[src/fswg_regs.svh]
// Constants for the flash section write guard: geometry, fuse defaults, timing.
// Assumes byte addresses into program Flash starting at zero.
`ifndef FSWG_REGS_SVH
`define FSWG_REGS_SVH
`define FSWG_PAGE_BYTES 512
`define FSWG_PAGE_SHIFT 9
`define FSWG_ADDR_W 16
`define FSWG_FLASH_PAGES 128
`define FSWG_LOADER_FUSE_DEF 8'h00
`define FSWG_CODE_FUSE_DEF 8'h00
`define FSWG_FLASH_PROG_NS 500
`define FSWG_CLK_NS 10
`define FSWG_FLASH_PROG_CYC ((`FSWG_FLASH_PROG_NS + `FSWG_CLK_NS - 1) / `FSWG_CLK_NS)
`define FSWG_ERASE_MAX_PAGES 32
`endif

[src/fswg_pkg.sv]
// Types for the flash section write guard.
// Shared by the guard top and its section decoder.
package fswg_pkg;
	typedef enum logic [1:0] {
		FSWG_SEC_LOADER,
		FSWG_SEC_CODE,
		FSWG_SEC_DATA,
		FSWG_SEC_EEPROM
	} fswg_sec_t;
	typedef enum logic [1:0] {
		FSWG_OP_WRITE_BYTE,
		FSWG_OP_WRITE_WORD,
		FSWG_OP_ERASE
	} fswg_op_t;
endpackage : fswg_pkg

[src/fswg_guard.sv]
// Flash section write guard: section sizing from fuses, write permission and stall.
// Assumes the core holds a request until accept or refuse is pulsed.
// Function
// - Flash pages are 512 bytes
// - Erase covers whole pages only
// - Writes are one byte or word
// - No write to executing section
// - Code section writable only from loader
// - Data section writable from loader or code
// - Stall for non-debug Flash, not EEPROM; data-run refused
// - Section sizes from fuses, 512-byte blocks
// - Loader, code, data sections in order
// - Loader fuse zero: all loader
// - Code fuse zero: code to end
// - Code fuse not above loader: no code
// - Vectors at code start, relocatable
// - Oversized fuse falls back to default
// - EEPROM programs while core runs
// - Chip erase refused outside debug; debug writes
`timescale 1ns/1ps
`include "fswg_regs.svh"
module fswg_guard #(
	parameter int ADDR_W = `FSWG_ADDR_W,
	parameter int FLASH_PAGES = `FSWG_FLASH_PAGES,
	parameter int PROG_CYC = `FSWG_FLASH_PROG_CYC
) (
	// Clock and reset
	input wire logic CLK_SYS_IN,
	input wire logic SRST_IN,
	// Fuses and vector control
	input wire logic [7:0] LOADER_SIZE_FUSE_IN,
	input wire logic [7:0] CODE_SIZE_FUSE_IN,
	input wire logic VECTOR_RELOCATE_BIT_IN,
	// Core fetch
	input wire logic [ADDR_W-1:0] FETCH_ADDR_IN,
	// Core write request
	input wire logic REQ_VALID_IN,
	input wire fswg_pkg::fswg_op_t REQ_OP_IN,
	input wire logic REQ_EEPROM_IN,
	input wire logic REQ_CHIP_ERASE_IN,
	input wire logic REQ_USER_ROW_IN,
	input wire logic REQ_DEBUG_IN,
	input wire logic [ADDR_W-1:0] REQ_ADDR_IN,
	input wire logic [5:0] REQ_PAGES_IN,
	// Answer
	output logic REQ_ACCEPT_OUT,
	output logic REQ_REFUSE_OUT,
	output logic CPU_STALL_OUT,
	// Memory program strobe
	output logic MEM_PROG_OUT,
	output logic MEM_FLASH_OUT,
	output logic MEM_USER_ROW_OUT,
	output logic [ADDR_W-1:0] MEM_ADDR_OUT,
	output logic [5:0] MEM_PAGES_OUT,
	// Layout
	output logic [ADDR_W:0] LOADER_END_OUT,
	output logic [ADDR_W:0] APP_CODE_END_OUT,
	output logic [ADDR_W-1:0] VECTOR_BASE_OUT,
	output fswg_pkg::fswg_sec_t EXEC_SEC_OUT
);
	import fswg_pkg::*;
	localparam logic [ADDR_W:0] FLASH_END_B = (ADDR_W+1)'(FLASH_PAGES * `FSWG_PAGE_BYTES);
	typedef struct packed {
		logic loaded;
		logic [ADDR_W:0] loader_end;
		logic [ADDR_W:0] app_code_end;
		logic busy;
		logic [15:0] cnt;
		logic accept;
		logic refuse;
		logic prog;
		logic flash;
		logic user_row;
		logic [ADDR_W-1:0] addr;
		logic [5:0] pages;
	} fswg_state_t;
	fswg_state_t s_q;
	fswg_state_t s_d;
	fswg_sec_t exec_sec;
	fswg_sec_t tgt_sec;
	logic [ADDR_W+8:0] lsz;
	logic [ADDR_W+8:0] csz;
	logic [ADDR_W:0] le;
	logic [ADDR_W:0] ae;
	logic allowed;
	logic is_flash;
	fswg_sec_decode #(.ADDR_W(ADDR_W)) u_exec (
		.addr_in(FETCH_ADDR_IN),
		.loader_end_in(s_q.loader_end),
		.app_code_end_in(s_q.app_code_end),
		.sec_out(exec_sec)
	);
	fswg_sec_decode #(.ADDR_W(ADDR_W)) u_tgt (
		.addr_in(REQ_ADDR_IN),
		.loader_end_in(s_q.loader_end),
		.app_code_end_in(s_q.app_code_end),
		.sec_out(tgt_sec)
	);
	// Boundaries from fuses in 512-byte blocks
	always_comb begin
		lsz = (ADDR_W+9)'(LOADER_SIZE_FUSE_IN) << `FSWG_PAGE_SHIFT;
		if (lsz > (ADDR_W+9)'(FLASH_END_B)) begin
			lsz = (ADDR_W+9)'(`FSWG_LOADER_FUSE_DEF) << `FSWG_PAGE_SHIFT;
		end
		csz = (ADDR_W+9)'(CODE_SIZE_FUSE_IN) << `FSWG_PAGE_SHIFT;
		if (csz > (ADDR_W+9)'(FLASH_END_B)) begin
			csz = (ADDR_W+9)'(`FSWG_CODE_FUSE_DEF) << `FSWG_PAGE_SHIFT;
		end
		if (lsz == '0) begin
			le = FLASH_END_B;
			ae = FLASH_END_B;
		end else if (csz == '0) begin
			le = lsz[ADDR_W:0];
			ae = FLASH_END_B;
		end else if (csz <= lsz) begin
			le = lsz[ADDR_W:0];
			ae = lsz[ADDR_W:0];
		end else begin
			le = lsz[ADDR_W:0];
			ae = csz[ADDR_W:0];
		end
	end
	// Permission table
	always_comb begin
		is_flash = !REQ_EEPROM_IN && !REQ_USER_ROW_IN;
		if (REQ_DEBUG_IN) begin
			allowed = 1'b1;
		end else if (exec_sec == FSWG_SEC_DATA) begin
			allowed = 1'b0;
		end else if (REQ_CHIP_ERASE_IN || !is_flash) begin
			allowed = !REQ_CHIP_ERASE_IN;
		end else begin
			unique case (tgt_sec)
				FSWG_SEC_CODE: allowed = (exec_sec == FSWG_SEC_LOADER);
				FSWG_SEC_DATA: allowed = 1'b1;
				default: allowed = 1'b0;
			endcase
		end
	end
	always_comb begin
		s_d = s_q;
		s_d.accept = 1'b0;
		s_d.refuse = 1'b0;
		s_d.prog = 1'b0;
		if (!s_q.loaded) begin
			s_d.loaded = 1'b1;
			s_d.loader_end = le;
			s_d.app_code_end = ae;
		end else if (s_q.busy) begin
			if (s_q.cnt == 16'h0001) begin
				s_d.busy = 1'b0;
				s_d.accept = 1'b1;
			end
			s_d.cnt = s_q.cnt - 16'h0001;
		end else if (REQ_VALID_IN) begin
			if (!allowed) begin
				s_d.refuse = 1'b1;
			end else begin
				s_d.prog = 1'b1;
				s_d.flash = is_flash;
				s_d.user_row = REQ_USER_ROW_IN;
				s_d.addr = REQ_ADDR_IN;
				s_d.pages = 6'h01;
				if (REQ_OP_IN == FSWG_OP_ERASE) begin
					// Erase aligns to whole pages
					s_d.addr = {REQ_ADDR_IN[ADDR_W-1:`FSWG_PAGE_SHIFT], 9'h000};
					if (REQ_PAGES_IN == 6'h00) begin
						s_d.pages = 6'h01;
					end else if (REQ_PAGES_IN > 6'(`FSWG_ERASE_MAX_PAGES)) begin
						s_d.pages = 6'(`FSWG_ERASE_MAX_PAGES);
					end else begin
						s_d.pages = REQ_PAGES_IN;
					end
				end else if (REQ_OP_IN == FSWG_OP_WRITE_WORD && is_flash) begin
					s_d.addr = {REQ_ADDR_IN[ADDR_W-1:1], 1'b0};
				end
				if (is_flash && !REQ_DEBUG_IN) begin
					s_d.busy = 1'b1;
					s_d.cnt = 16'(PROG_CYC);
				end else begin
					s_d.accept = 1'b1;
				end
			end
		end
		if (SRST_IN) begin
			s_d = '0;
		end
	end
	always_ff @(posedge CLK_SYS_IN) begin
		s_q <= s_d;
	end
	assign REQ_ACCEPT_OUT = s_q.accept;
	assign REQ_REFUSE_OUT = s_q.refuse;
	assign CPU_STALL_OUT = s_q.busy;
	assign MEM_PROG_OUT = s_q.prog;
	assign MEM_FLASH_OUT = s_q.flash;
	assign MEM_USER_ROW_OUT = s_q.user_row;
	assign MEM_ADDR_OUT = s_q.addr;
	assign MEM_PAGES_OUT = s_q.pages;
	assign LOADER_END_OUT = s_q.loader_end;
	assign APP_CODE_END_OUT = s_q.app_code_end;
	// Vector table base
	assign VECTOR_BASE_OUT = VECTOR_RELOCATE_BIT_IN ? '0 : s_q.loader_end[ADDR_W-1:0];
	assign EXEC_SEC_OUT = exec_sec;

	// Section and write checks
	a_refuse_no_prog: assert property (@(posedge CLK_SYS_IN) disable iff (SRST_IN)
		REQ_REFUSE_OUT |-> !MEM_PROG_OUT && !CPU_STALL_OUT)
		else $error("refused write programmed or stalled");
	a_data_run_refused: assert property (@(posedge CLK_SYS_IN) disable iff (SRST_IN)
		s_q.loaded && !s_q.busy && REQ_VALID_IN && !REQ_DEBUG_IN
		&& exec_sec == FSWG_SEC_DATA |=> REQ_REFUSE_OUT)
		else $error("write from data section not refused");
	a_own_section: assert property (@(posedge CLK_SYS_IN) disable iff (SRST_IN)
		s_q.loaded && !s_q.busy && REQ_VALID_IN && !REQ_DEBUG_IN && !REQ_EEPROM_IN
		&& !REQ_USER_ROW_IN && tgt_sec == exec_sec |=> REQ_REFUSE_OUT)
		else $error("write to executing section not refused");
	a_code_from_code: assert property (@(posedge CLK_SYS_IN) disable iff (SRST_IN)
		s_q.loaded && !s_q.busy && REQ_VALID_IN && !REQ_DEBUG_IN && is_flash
		&& tgt_sec == FSWG_SEC_CODE && exec_sec != FSWG_SEC_LOADER |=> REQ_REFUSE_OUT)
		else $error("code section write from non-loader");
	a_data_from_loader: assert property (@(posedge CLK_SYS_IN) disable iff (SRST_IN)
		s_q.loaded && !s_q.busy && REQ_VALID_IN && !REQ_DEBUG_IN && is_flash
		&& !REQ_CHIP_ERASE_IN && tgt_sec == FSWG_SEC_DATA
		&& exec_sec == FSWG_SEC_LOADER |=> MEM_PROG_OUT && CPU_STALL_OUT)
		else $error("permitted data write not stalled");
	a_eeprom_no_stall: assert property (@(posedge CLK_SYS_IN) disable iff (SRST_IN)
		MEM_PROG_OUT && !MEM_FLASH_OUT |-> !CPU_STALL_OUT && REQ_ACCEPT_OUT)
		else $error("EEPROM write stalled core");
	a_erase_aligned: assert property (@(posedge CLK_SYS_IN) disable iff (SRST_IN)
		MEM_PROG_OUT && MEM_PAGES_OUT > 6'h01 |-> MEM_ADDR_OUT[8:0] == 9'h000)
		else $error("multi-page erase not page aligned");
	a_loader_zero: assert property (@(posedge CLK_SYS_IN) disable iff (SRST_IN)
		$rose(s_q.loaded) && $past(LOADER_SIZE_FUSE_IN) == 8'h00
		|-> LOADER_END_OUT == FLASH_END_B && APP_CODE_END_OUT == FLASH_END_B)
		else $error("zero loader fuse not whole flash");
	a_stall_ends: assert property (@(posedge CLK_SYS_IN) disable iff (SRST_IN)
		$rose(CPU_STALL_OUT) |-> CPU_STALL_OUT [*8] ##[0:1000] REQ_ACCEPT_OUT)
		else $error("flash stall did not end with accept");
	a_word_aligned: assert property (@(posedge CLK_SYS_IN) disable iff (SRST_IN)
		s_q.loaded && !s_q.busy && REQ_VALID_IN && allowed && is_flash
		&& REQ_OP_IN == FSWG_OP_WRITE_WORD |=> MEM_PROG_OUT && !MEM_ADDR_OUT[0])
		else $error("word write address not even");
	a_erase_pages: assert property (@(posedge CLK_SYS_IN) disable iff (SRST_IN)
		s_q.loaded && !s_q.busy && REQ_VALID_IN && allowed && REQ_OP_IN == FSWG_OP_ERASE
		|=> MEM_PROG_OUT && MEM_PAGES_OUT != 6'h00 && MEM_PAGES_OUT <= 6'h20
		&& MEM_ADDR_OUT[8:0] == 9'h000)
		else $error("erase not on whole pages");
	a_loader_target: assert property (@(posedge CLK_SYS_IN) disable iff (SRST_IN)
		s_q.loaded && !s_q.busy && REQ_VALID_IN && !REQ_DEBUG_IN && is_flash
		&& tgt_sec == FSWG_SEC_LOADER |=> REQ_REFUSE_OUT && !MEM_PROG_OUT)
		else $error("loader section write not refused");
	a_chip_erase_guard: assert property (@(posedge CLK_SYS_IN) disable iff (SRST_IN)
		s_q.loaded && !s_q.busy && REQ_VALID_IN && !REQ_DEBUG_IN
		&& REQ_CHIP_ERASE_IN |=> REQ_REFUSE_OUT)
		else $error("chip erase outside debug not refused");
	a_debug_no_stall: assert property (@(posedge CLK_SYS_IN) disable iff (SRST_IN)
		s_q.loaded && !s_q.busy && REQ_VALID_IN && REQ_DEBUG_IN
		|=> REQ_ACCEPT_OUT && MEM_PROG_OUT && !CPU_STALL_OUT)
		else $error("debug write stalled or refused");
	a_eeprom_runs: assert property (@(posedge CLK_SYS_IN) disable iff (SRST_IN)
		s_q.loaded && !s_q.busy && REQ_VALID_IN && !REQ_DEBUG_IN && REQ_EEPROM_IN
		&& !REQ_CHIP_ERASE_IN && exec_sec != FSWG_SEC_DATA |=> REQ_ACCEPT_OUT && !CPU_STALL_OUT)
		else $error("EEPROM write not accepted at once");
	a_user_row_runs: assert property (@(posedge CLK_SYS_IN) disable iff (SRST_IN)
		s_q.loaded && !s_q.busy && REQ_VALID_IN && !REQ_DEBUG_IN && REQ_USER_ROW_IN
		&& !REQ_CHIP_ERASE_IN && exec_sec != FSWG_SEC_DATA |=> MEM_USER_ROW_OUT && REQ_ACCEPT_OUT)
		else $error("user row write not accepted");
	a_code_zero: assert property (@(posedge CLK_SYS_IN) disable iff (SRST_IN)
		$rose(s_q.loaded) && LOADER_END_OUT != FLASH_END_B
		&& $past(CODE_SIZE_FUSE_IN) == 8'h00 |-> APP_CODE_END_OUT == FLASH_END_B)
		else $error("zero code fuse did not run code to end");
	a_code_removed: assert property (@(posedge CLK_SYS_IN) disable iff (SRST_IN)
		$rose(s_q.loaded) && LOADER_END_OUT != FLASH_END_B
		&& $past(CODE_SIZE_FUSE_IN) != 8'h00
		&& $past(CODE_SIZE_FUSE_IN) <= $past(LOADER_SIZE_FUSE_IN) |-> APP_CODE_END_OUT == LOADER_END_OUT)
		else $error("small code fuse kept a code section");
	a_fuse_default: assert property (@(posedge CLK_SYS_IN) disable iff (SRST_IN)
		$rose(s_q.loaded) && $past(LOADER_SIZE_FUSE_IN) > 8'(FLASH_PAGES)
		|-> LOADER_END_OUT == FLASH_END_B)
		else $error("oversized loader fuse not replaced");
	a_sections_ordered: assert property (@(posedge CLK_SYS_IN) disable iff (SRST_IN)
		s_q.loaded |-> LOADER_END_OUT <= APP_CODE_END_OUT && APP_CODE_END_OUT <= FLASH_END_B)
		else $error("section boundaries out of order");
	a_reset_quiet: assert property (@(posedge CLK_SYS_IN)
		SRST_IN |=> !REQ_ACCEPT_OUT && !REQ_REFUSE_OUT && !CPU_STALL_OUT && !MEM_PROG_OUT)
		else $error("outputs active after reset");
	a_accept_pulse: assert property (@(posedge CLK_SYS_IN) disable iff (SRST_IN)
		REQ_ACCEPT_OUT |=> !REQ_ACCEPT_OUT)
		else $error("accept longer than one cycle");
	a_refuse_pulse: assert property (@(posedge CLK_SYS_IN) disable iff (SRST_IN)
		REQ_REFUSE_OUT |=> !REQ_REFUSE_OUT && !MEM_PROG_OUT)
		else $error("refuse longer than one cycle");
	a_stall_flash: assert property (@(posedge CLK_SYS_IN) disable iff (SRST_IN)
		CPU_STALL_OUT |-> MEM_FLASH_OUT)
		else $error("stall without flash target");
	a_busy_no_take: assert property (@(posedge CLK_SYS_IN) disable iff (SRST_IN)
		CPU_STALL_OUT |=> !MEM_PROG_OUT)
		else $error("request taken while stalled");

	// Main scenarios
	c_refuse: cover property (@(posedge CLK_SYS_IN) REQ_REFUSE_OUT);
	c_flash_prog: cover property (@(posedge CLK_SYS_IN) $fell(CPU_STALL_OUT));
	c_eeprom: cover property (@(posedge CLK_SYS_IN) MEM_PROG_OUT && !MEM_FLASH_OUT);
	c_multi_erase: cover property (@(posedge CLK_SYS_IN) MEM_PROG_OUT && MEM_PAGES_OUT > 6'h01);
	c_debug_flash: cover property (@(posedge CLK_SYS_IN) MEM_FLASH_OUT && REQ_ACCEPT_OUT && MEM_PROG_OUT);
endmodule : fswg_guard

[src/fswg_sec_decode.sv]
// Section decoder: maps a Flash byte address to its section.
// Assumes loader_end and app_code_end are page-aligned byte addresses.
`timescale 1ns/1ps
`include "fswg_regs.svh"
module fswg_sec_decode #(
	parameter int ADDR_W = `FSWG_ADDR_W
) (
	// Address and boundaries
	input wire logic [ADDR_W-1:0] addr_in,
	input wire logic [ADDR_W:0] loader_end_in,
	input wire logic [ADDR_W:0] app_code_end_in,
	// Section
	output fswg_pkg::fswg_sec_t sec_out
);
	import fswg_pkg::*;
	always_comb begin
		if ({1'b0, addr_in} < loader_end_in) begin
			sec_out = FSWG_SEC_LOADER;
		end else if ({1'b0, addr_in} < app_code_end_in) begin
			sec_out = FSWG_SEC_CODE;
		end else begin
			sec_out = FSWG_SEC_DATA;
		end
	end
endmodule : fswg_sec_decode

[config.mk]
export PLATFORM = sky130hd
export DESIGN_NAME = fswg_guard
export DESIGN_NICKNAME = d
export VERILOG_FILES = /design/src/fswg_pkg.sv /design/src/fswg_guard.sv /design/src/fswg_sec_decode.sv
export VERILOG_INCLUDE_DIRS = /design/src /design/src/src
export SDC_FILE = /design/constraint.sdc
export NUM_CORES = 1
export LEC_CHECK = 0
export BUFFER_PORTS_ARGS = -buffer_cell sky130_fd_sc_hd__buf_4
export CORE_ASPECT_RATIO = 0.8
export CORE_MARGIN = 10
export CORE_UTILIZATION = 45
export CTS_CLUSTER_DIAMETER = 150
export DETAILED_ROUTE_END_ITERATION = 6
export PLACE_DENSITY = 0.77
export SLEW_MARGIN = 0
export SYNTH_ARGS = -nofsm -noshare
export SYNTH_HDL_FRONTEND = slang
export SYNTH_SLANG_ARGS = --single-unit
[constraint.sdc]
create_clock -name CLK_SYS_IN -period 3.59 [get_ports CLK_SYS_IN]
set_input_delay 0 -clock CLK_SYS_IN [delete_from_list [all_inputs] [get_ports CLK_SYS_IN]]
set_output_delay 0 -clock CLK_SYS_IN [all_outputs]
set_load 0.02 [all_outputs]
# Word-level counts from Yosys, hierarchy flattened
# Index checks and enable logic that the tools add are counted.
# op_classes
n_eq_ne,6
n_reduce_logical,20
mux,29
n_lt_le_gt_ge,8
bitwise_logic,3
add_sub_neg,1
# ops
op,n
$mux W17,7
$lt A16 B17 Y1,4
$logic_not A25 Y1,2
$mux W44,1
$mux W18,2
$gt A17 B17 Y1 const B,2
$mux W25,1
$mux W6,3
$le A17 B17 Y1,1
$eq A16 B1 Y1 const B,1
$mux W16,1
$sub A16 B1 Y16 const B,1
$mux W9,1
$mux W1,8
$mux W2,4
$reduce_and A4 Y1,2
$eq A2 B2 Y1 const B,3
$gt A6 B6 Y1 const B,1
$logic_not A6 Y1,1
$reduce_bool A2 Y1,3
$logic_not A1 Y1,5
$eq A2 B1 Y1 const B,2
$reduce_or A4 Y1,1
$logic_and A1 B1 Y1,3
other kinds (5),7
# word_totals
in_bits,64
reg_bits,79
elab_cells,79

# Depth between registers and ports, before layout
# Gate-level depths: netlist of run 1.
# depth
ltp_word,11
ltp_mapped,11
depth_no_buf,11

# Hierarchy
# Synthesis of run 1 repeated with hierarchy kept, for this count alone.
# hier_totals
hier_cells,628
hier_area_um2,5059.9
# by_module_without_submodules
mod,instances,seq_area_each_um2,cells_per_inst,area_each_um2
fswg_guard,1,1221.2,408,3500.9
fswg_sec_decode,2,0.0,110,779.5

# Worst setup path before layout of run 1
# OpenSTA, ideal clock, no wires.
# synth_timing
kind,input to register
startpoint,input LOADER_SIZE_FUSE_IN[3]
endpoint,register s_q (netlist bit APP_CODE_END_OUT[10])
setup_ns,0.117
path_stages,11
arrival_ns,2.493
t_required_ns,3.473
slack_ns,0.980
cell_sequence,or4_1 nor4_1 and2_1 inv_1 ha_1 and3_1 nand4_1 o21ai_0 a21oi_1 mux2i_1 a22o_1
# synth_between
elab_chain_len,6
elab_cells_between_ends,7
# synth_rtl
item,line_no,source
start: declaration,fswg_guard.sv:31,"input wire logic [7:0] LOADER_SIZE_FUSE_IN,"
$gt A17 B17 Y1,fswg_guard.sv:102,if (lsz > (ADDR_W+9)'(FLASH_END_B)) begin
$mux W17 (*),fswg_guard.sv:102,
$le A17 B17 Y1,fswg_guard.sv:115,end else if (csz <= lsz) begin
$mux W17,fswg_guard.sv:115,
$mux W17,fswg_guard.sv:112,end else if (csz == '0) begin
$mux W17 (*),fswg_guard.sv:109,if (lsz == '0) begin
end signal: assignment,fswg_guard.sv:190,s_q <= s_d;
end: declaration,fswg_guard.sv:77,fswg_state_t s_q;
# Every way passes the cells marked *; elsewhere a longest branch is shown, timed or not.
# A chain may end at the register's enable or synchronous reset.

# Worst setup path after layout of run 1
# layout_timing
startpoint,register s_q (netlist bit LOADER_END_OUT[11])
endpoint,register s_q (netlist bit MEM_PAGES_OUT[5])
# layout_between
elab_chain_len,8
elab_cells_between_ends,13
# layout_rtl
item,line_no,source
$lt A16 B17 Y1,fswg_sec_decode.sv:17,"if ({1'b0, addr_in} < loader_end_in) begin"
$mux W2,fswg_sec_decode.sv:17,
$eq A2 B2 Y1 (tied with other cells),fswg_guard.sv:133,unique case (tgt_sec)
$pmux W1 S2,fswg_guard.sv:133,
$mux W1,fswg_guard.sv:130,end else if (REQ_CHIP_ERASE_IN || !is_flash) begin
$mux W1 (*),fswg_guard.sv:128,end else if (exec_sec == FSWG_SEC_DATA) begin
$mux W1 (*),fswg_guard.sv:126,if (REQ_DEBUG_IN) begin
$reduce_and A4 Y1 (no source line) (*),--,
# Marked as above.

==> key figures, run 1 <==
CTS
  • CTS Root Cell: clkbuf_16
  • Num CTS Buffers: 9
  • Max clock buf depth: 2
  • Post-CTS Hold Buffers: 13
  • CTS tree: yes
  • Clk pin slew, worst setup/hold paths: 0.05 ns
  • Number of gates resized after cts: 0
  • Setup bufs post-CTS: 0
  • Worst skew pair latency: 0.33 ns
  • Clock sinks: 61
  • H-Tree Depth: 3

Placement
  • DP Area: 0.004607 mm²
  • PortBufs: 107
  • Final RePlAce weighted congestion: 0.8667
  • Placed insts: 662
  • Final HPWL from detailed placement: 8823 µm
  • Pre-CTS setup slack: 0.5562 ns

Route
  • Initial DRC count: 138
  • Final wirelength: 11,270 µm
  • Via density: 5.217
  • Drt pass-1 iters: 4
  • Drt drc: 0
  • Antenna Nets Post-Route: 0
  • Routed len/inst: 16.34 µm
  • Vias post-DR: 3,600

Timing
  • Pins over their slew limit: 0
  • RSZ-0062 raised after global routing: no
  • Final setup fails: 0
  • Fin Clk Skew: 0.009270 ns
  • TNS Setup: 0 ns
  • Final hold viol count: 0
  • PnR worst setup slack: 0.5473 ns
  • Slew HR: 0.2909
  • Highest Clock Rate: 0.3287 GHz
  • Crit path time final: 3.043 ns
  • Least-Margin Pin Slew: 1.064 ns
  • Crit share post-route: 0.8476

Die
  • I/O pin cnt: 144
  • Core area: 0.008671 mm²
  • Initial Util: 0.4700
  • Std-Cell Rows: 30
  • Die height: 105.1 µm
  • Full die area: 0.01329 mm²
  • Die W: 126.4 µm

Worst hold path
  • HP Class: in -> reg
  • HP Start: REQ_ADDR_IN[1]
  • Worst Hold Depth: 4
  • WHS Endpoint: MEM_ADDR_OUT[1]

Critical path
  • Startpoint types: flop
  • Arr. time, crit path: 3.30 ns
  • Buf+Inv Stages, Crit Path: 1
  • Worst R2R End: MEM_PAGES_OUT[5]
  • R2r worst-path depth: 9
  • Slowest stage cell on the critical path: or3_1
  • Register-to-register setup slack: 0.55 ns
  • Crit-path most repeated cell: a21oi_1
  • Top Family by Delay on Critical Path: compound AO/OA/AOI/OAI gates
  • CP max stage delay: 0.51 ns
  • Critical Path, Cell by Cell: inv_1, ha_1, a21oi_1, o21ai_0, a31o_2, a211oi_2, o221ai_4, or3_1, a21oi_1
  • Critical path peak fanout: 40
  • Critical path endpoint category: flop
  • CP required: 3.84 ns
  • Worst R2R Start: LOADER_END_OUT[11]
  • Crit Path Class: reg -> reg

Synth
  • Synth Instances: 495
  • Synth area leaders: dfxtp_1 (30%), buf_4 (12%), ha_1 (10%)
  • Seq/Total Area, Yosys: 0.2997
  • Fraction of registers with async set/reset: 0
  • Synthesized area: 0.004075 mm²
  • Synth Area in Simple Gates: 0.2275
  • Post-Synth Adder-Cell Area: 0.1044
  • Predominant post-synthesis flop cell: dfxtp_1
  • Yosys reg bits: 61
  • Compound-gate portion of the synthesized area: 0.1575
  • Largest family of logic cells by synthesized area: simple AND/OR/NAND/NOR gates
  • Yosys top cell by area: dfxtp_1
  • Xor/xnor share of the synthesized area: 0.004298
  • Syn avg cell area: 8.233 µm²
  • Yosys warns: 0
  • Yosys top cell area share: 0.2997
  • Synth unique cells: 51
  • Number of enable flip-flop cells after synthesis: 0
  • Mux cell area share after synthesis: 0.04421

Finish
  • Most common cell after layout, fill and taps aside: buf_4
  • Core Util, Final: 0.5771
  • Layout area overhead: 22.78%
  • Final instance area: 0.005004 mm²
  • Ratio of cells with drive above 1 in the final layout: 0.2682
  • Finished Layout Cells: 690
  • Commonest non-fill, non-tap cells in the layout: buf_4 (110), dfxtp_1 (61), nor2_1 (43)
  • Filler Cell Count: 757
  • Ant. Diodes: 0
  • Nets: 672

Global route
  • First-pass GRT wire length: 18,220 µm
  • Largest net degree at the start of global routing: 43
  • Vias in the first global route: 3,633
  • Grt total ovfl: 0
  • All-layer global routing usage: 0.1645
  • Antenna violations before repair: 0

Power and ir drop
  • P per Cell Area: 372.2 mW/mm²
  • Lkg Pwr: 2.322 nW
  • VDD IR-drop max: 0.2527 mV

Run
  • Max-cap check violation count: 0

Outcome
  • Status: completed
==> metrics by stage <==
| step | hold WS (ns) | total power, W |
|---|---|---|
| 2_1_floorplan | 0.07494 | 0.0009909 |
| 3_3_place_gp | 0.2628 | 0.001085 |
| 3_5_place_dp | 0.2705 | 0.001098 |
| 4_1_cts | 0.0001169 | 0.001880 |
| 5_1_grt | 0.01709 | 0.001955 |
| 6_report | 0.009922 | 0.001862 |
==> cells in the mapped netlist, types with 2 or more instances <==
cell type	n
inv_1	29
and3_1	5
a31oi_1	3
nor2_1	43
nand3_1	2
or4_1	9
o31ai_1	9
a211oi_1	4
buf_4	65
ha_1	34
or4_2	3
buf_1	2
and4b_1	3
nor2b_1	11
a22o_1	7
and2_1	4
clkbuf_1	13
or3_2	4
a31o_2	2
a21o_1	3
mux2i_1	18
a21oi_1	41
or2_2	14
o2bb2ai_1	3
or4_4	2
o21bai_1	3
nor4_1	5
o21a_1	2
or3_1	4
nand2_1	38
nor3_1	4
xnor2_1	2
nand2b_1	15
dfxtp_1	61
o21ai_0	10
a221oi_1	3
==> report_power, final <==
group	leakage (nW)	internal (W)	switching, W
Clock	0.123	0.000460	0.000303
Combinational	1.70	0.000168	0.000219
Sequential	0.495	0.000698	0.0000146
==> flip-flops by register name, indices dropped and copies added, names as in the netlist, 6 cells and up <==
| name | cells |
|---|---|
| MEM_PAGES_OUT | 6 |
| s_q | 17 |
| MEM_ADDR_OUT | 16 |
| APP_CODE_END_OUT | 8 |
| LOADER_END_OUT | 8 |
==> kinds of logic after synthesis <==
| group | Yosys count |
|---|---|
| adders and majority gates | 34 |
| buffers and inverters | 110 |
| DFF | 61 |
| and+or+nand+nor | 171 |
| muxes | 18 |
| other | 1 |
| xor gates and xnor gates | 2 |
| AOI/OAI and AO/OA | 98 |
==> worst reg2reg max path, delay by kind of cell (launching register included) <==
family | cells | cell delay, ns
fa+ha+maj | 1 | 0.30
simple gates | 1 | 0.53
compound gates | 6 | 1.71
flops | 1 | 0.36
buf+inv | 1 | 0.09
==> per-layer routing <==
layer / up-vias / share of wire / global-route usage / routed length [µm]
met5: - / 0 / 0 / 0
met4: 0 / 0.0071 / 0.03328 / 80
met3: 7 / 0.077 / 0.06313 / 865
met2: 117 / 0.46 / 0.2577 / 5167
met1: 1684 / 0.46 / 0.2093 / 5159
li1: 1792 / - / - / -
==> layout make-up <==
| cell class | count | area (µm²) | share of cell area |
|---|---|---|---|
| Clock buffer | 9 | 225.2 | 0.04501 |
| Clock inverter | 6 | 41.29 | 0.008252 |
| Inverter | 29 | 108.9 | 0.02176 |
| Multi-Input combinational cell | 350 | 2311 | 0.4619 |
| Sequential cell | 61 | 1221 | 0.2441 |
| Tap cell | 112 | 140.1 | 0.02801 |
| Timing Repair Buffer | 123 | 955.9 | 0.1910 |
==> how the worst max path moves through the flow <==
stage	from	end	slack, ns	depth (start not counted)
2_1_floorplan	LOADER_SIZE_FUSE_IN[3]	APP_CODE_END_OUT[10]	0.98	11
3_5_place_dp	LOADER_END_OUT[11]	MEM_PAGES_OUT[5]	0.56	9
5_1_grt	LOADER_END_OUT[11]	MEM_PAGES_OUT[5]	0.21	9
4_1_cts	LOADER_END_OUT[11]	MEM_PAGES_OUT[5]	0.54	9
6_report	LOADER_END_OUT[11]	MEM_PAGES_OUT[5]	0.55	9
3_3_place_gp	LOADER_END_OUT[11]	MEM_PAGES_OUT[5]	0.61	9
Power figures use the tool's default switching activity.
==> run 2, diff against run 1 <==
Settings changed: PLACE_DENSITY 0.77 to 0.8.
Clock period 3.59 ns to 2.6 ns, I/O delays scaled along.
==> key figures, run 2 (same netlist as run 1, synthesis figures left out) <==
Critical path
  • Startpoint types: flop
  • R2r worst-path depth: 10 (+1)
  • Critical path peak fanout: 6 (-85%)
  • Critical path endpoint category: flop
  • Arr. time, crit path: 2.90 ns (-0.40 ns)
  • CP required: 2.86 ns (-0.98 ns)
  • Crit Path Class: reg -> reg

Finish
  • Most common cell after layout, fill and taps aside: buf_4
  • Layout area overhead: 47.41%
  • Finished Layout Cells: 743 (+7.7%)
  • Ratio of cells with drive above 1 in the final layout: 0.4390 (+0.1708)
  • Ant. Diodes: 0 (unchanged)
  • Nets: 724 (+7.7%)
  • FF+latch area: 0.001231 mm² (+0.82%)
  • Filler Cell Count: 622 (-18%)
  • Biggest register: s_q
  • Max reg flops: 17 (unchanged)
  • Area of the multi-input gates: 0.002779 mm² (+20%)
  • Commonest non-fill, non-tap cells in the layout: buf_4 (151), dfxtp_1 (53), nor2_1 (43)

Die
  • Die height: 105.1 µm (unchanged)
  • Std-Cell Rows: 30 (unchanged)
  • I/O pin cnt: 144 (unchanged)
  • Die W: 126.4 µm (unchanged)
  • Core area: 0.008671 mm² (unchanged)
  • Initial Util: 0.4700 (unchanged)
  • Full die area: 0.01329 mm² (unchanged)

Power and ir drop
  • Flop pwr share: 0.328 (-0.054)
  • Switching Power: 0.0008467 W (+58%)
  • Pint: 0.002148 W (+62%)
  • Power share of the clock group: 0.423 (+0.013)
  • Sw Share: 0.2827 (-0.005244)
  • P per Cell Area: 498.5 mW/mm² (+34%)
  • VDD IR-drop max: 0.2804 mV (+11%)
  • Lkg Pwr: 2.716 nW (+17%)
  • Combinational Power Share: 0.249 (+0.041)

Timing
  • Crit path time final: 2.641 ns (-0.4017 ns)
  • Slew HR: 0.3647 (+0.07385)
  • PnR worst setup slack: -0.04099 ns (-0.5883 ns)
  • TNS Setup: -0.1168 ns (-0.1168 ns)
  • Least-Margin Pin Slew: 0.9510 ns (-0.1127 ns)
  • Final hold viol count: 0 (unchanged)
  • RSZ-0062 raised after global routing: yes
  • Final setup fails: 7 (+7)
  • Crit share post-route: 1.016 (+0.1682)
  • Fin Clk Skew: 0.008950 ns (-0.0003196 ns)
  • Highest Clock Rate: 0.3786 GHz (+15%)
  • Pins over their slew limit: 0 (unchanged)

CTS
  • CTS tree: yes
  • H-Tree Depth: 3 (unchanged)
  • Clock sinks: 61 (unchanged)
  • Max clock buf depth: 2 (unchanged)
  • CTS Root Cell: clkbuf_16
  • Worst skew pair latency: 0.33 ns (about the same)
  • Num CTS Buffers: 9 (unchanged)
  • Clk pin slew, worst setup/hold paths: 0.06 ns (about the same)

Route
  • Via density: 5.396 (+3.4%)
  • Routed len/inst: 19.04 µm (+17%)
  • Antenna Nets Post-Route: 0 (unchanged)
  • Drt pass-1 iters: 5 (+1)
  • Final wirelength: 14,150 µm (+25%)
  • Drt drc: 0 (unchanged)
  • Initial DRC count: 262 (+90%)
  • Vias post-DR: 4,009 (+11%)

Worst hold path
  • HP Class: in -> reg
  • Worst Hold Depth: 4 (unchanged)

Global route
  • All-layer global routing usage: 0.1862 (+0.02170)
  • Antenna violations before repair: 0 (unchanged)
  • Vias in the first global route: 4,112 (+13%)
  • Grt total ovfl: 0 (unchanged)
  • First-pass GRT wire length: 20,440 µm (+12%)
  • Largest net degree at the start of global routing: 43 (unchanged)

Placement
  • Placed insts: 704 (+6.3%)
  • Final RePlAce weighted congestion: 0.9370 (+8.1%)
  • Final HPWL from detailed placement: 9385 µm (+6.4%)
  • PortBufs: 107 (unchanged)

Run
  • Max-cap check violation count: 0 (unchanged)

Outcome
  • Failing checks: negative setup slack
  • Status: finished with violations
run 2: layout make-up:
type                       count  share of cell area
clock buffer                  11             0.03874
clock inverter                 5             0.01250
inverter                      29             0.01812
multi-input combinational    350              0.4626
sequential                    61              0.2050
tap                          112             0.02333
timing repair buffer         175              0.2397
run 2: stage by stage:
step | hold WS, ns | instance area (µm²) | setup WS, ns | util | total power (W)
after floorplan | 0.07494 | 4177 | 0.04371 | - | 0.001370
after global placement | 0.2568 | 4938 | -0.08104 | 0.5696 | 0.001553
after detailed placement | 0.2742 | 4938 | -0.1773 | 0.5696 | 0.001573
after CTS | 0.002184 | 5602 | -0.02935 | 0.6460 | 0.002894
after global routing | 0.01467 | 6007 | -0.1219 | 0.6928 | 0.003101
final | 0.005757 | 6007 | -0.04099 | 0.6928 | 0.002995
run 2: final timing paths:
| check | endpoint | start | slack, ns |
|---|---|---|---|
| hold reg to reg | MEM_ADDR_OUT[6] | MEM_ADDR_OUT[6] | 0.46 |
| setup / recovery | s_q[40] | APP_CODE_END_OUT[13] | -0.04 |
| hold / removal | MEM_ADDR_OUT[6] | REQ_ADDR_IN[6] | 0.006 |
| setup reg to reg | s_q[40] | APP_CODE_END_OUT[13] | -0.04 |
run 2: layer usage:
| metal | vias up | track usage | wire, µm |
|---|---|---|---|
| met3 | 34 | 0.07677 | 1437 |
| met4 | 0 | 0.06331 | 351 |
| li1 | 1899 | - | - |
| met2 | 208 | 0.2973 | 6699 |
| met1 | 1868 | 0.2200 | 5656 |
| met5 | - | 0 | 0 |
run 2: power groups by stage:
stage	Combinational (W)	Sequential, W	Clock, W
after floorplan	0.000369	0.00100	0
after global placement	0.000555	0.000998	0
after detailed placement	0.000573	0.000999	0
final	0.000744	0.000983	0.00127
after CTS	0.000640	0.000981	0.00127
after global routing	0.000796	0.000985	0.00132
run 2: worst max-delay path, stage by stage (launching register included):
cell and delay, ns:
dfxtp_2 0.34, inv_2 0.05, ha_4 0.21, and4b_1 0.24, o2bb2ai_2 0.14, a31o_4 0.23
a2111oi_4 0.43, a21oi_4 0.14, buf_6 0.16, or4_4 0.51, a21oi_2 0.13
run 2: what timing repair did:
item / in CTS / in global routing
hold buffers: 11 / 0
buffers inserted: 4 / 4
resized for setup: 40 / 64
setup endpoints to repair: 36 / 42
pin swaps: 20 / 30
cloned: 3 / 2
endpoints found under the hold margin: 11 / 0
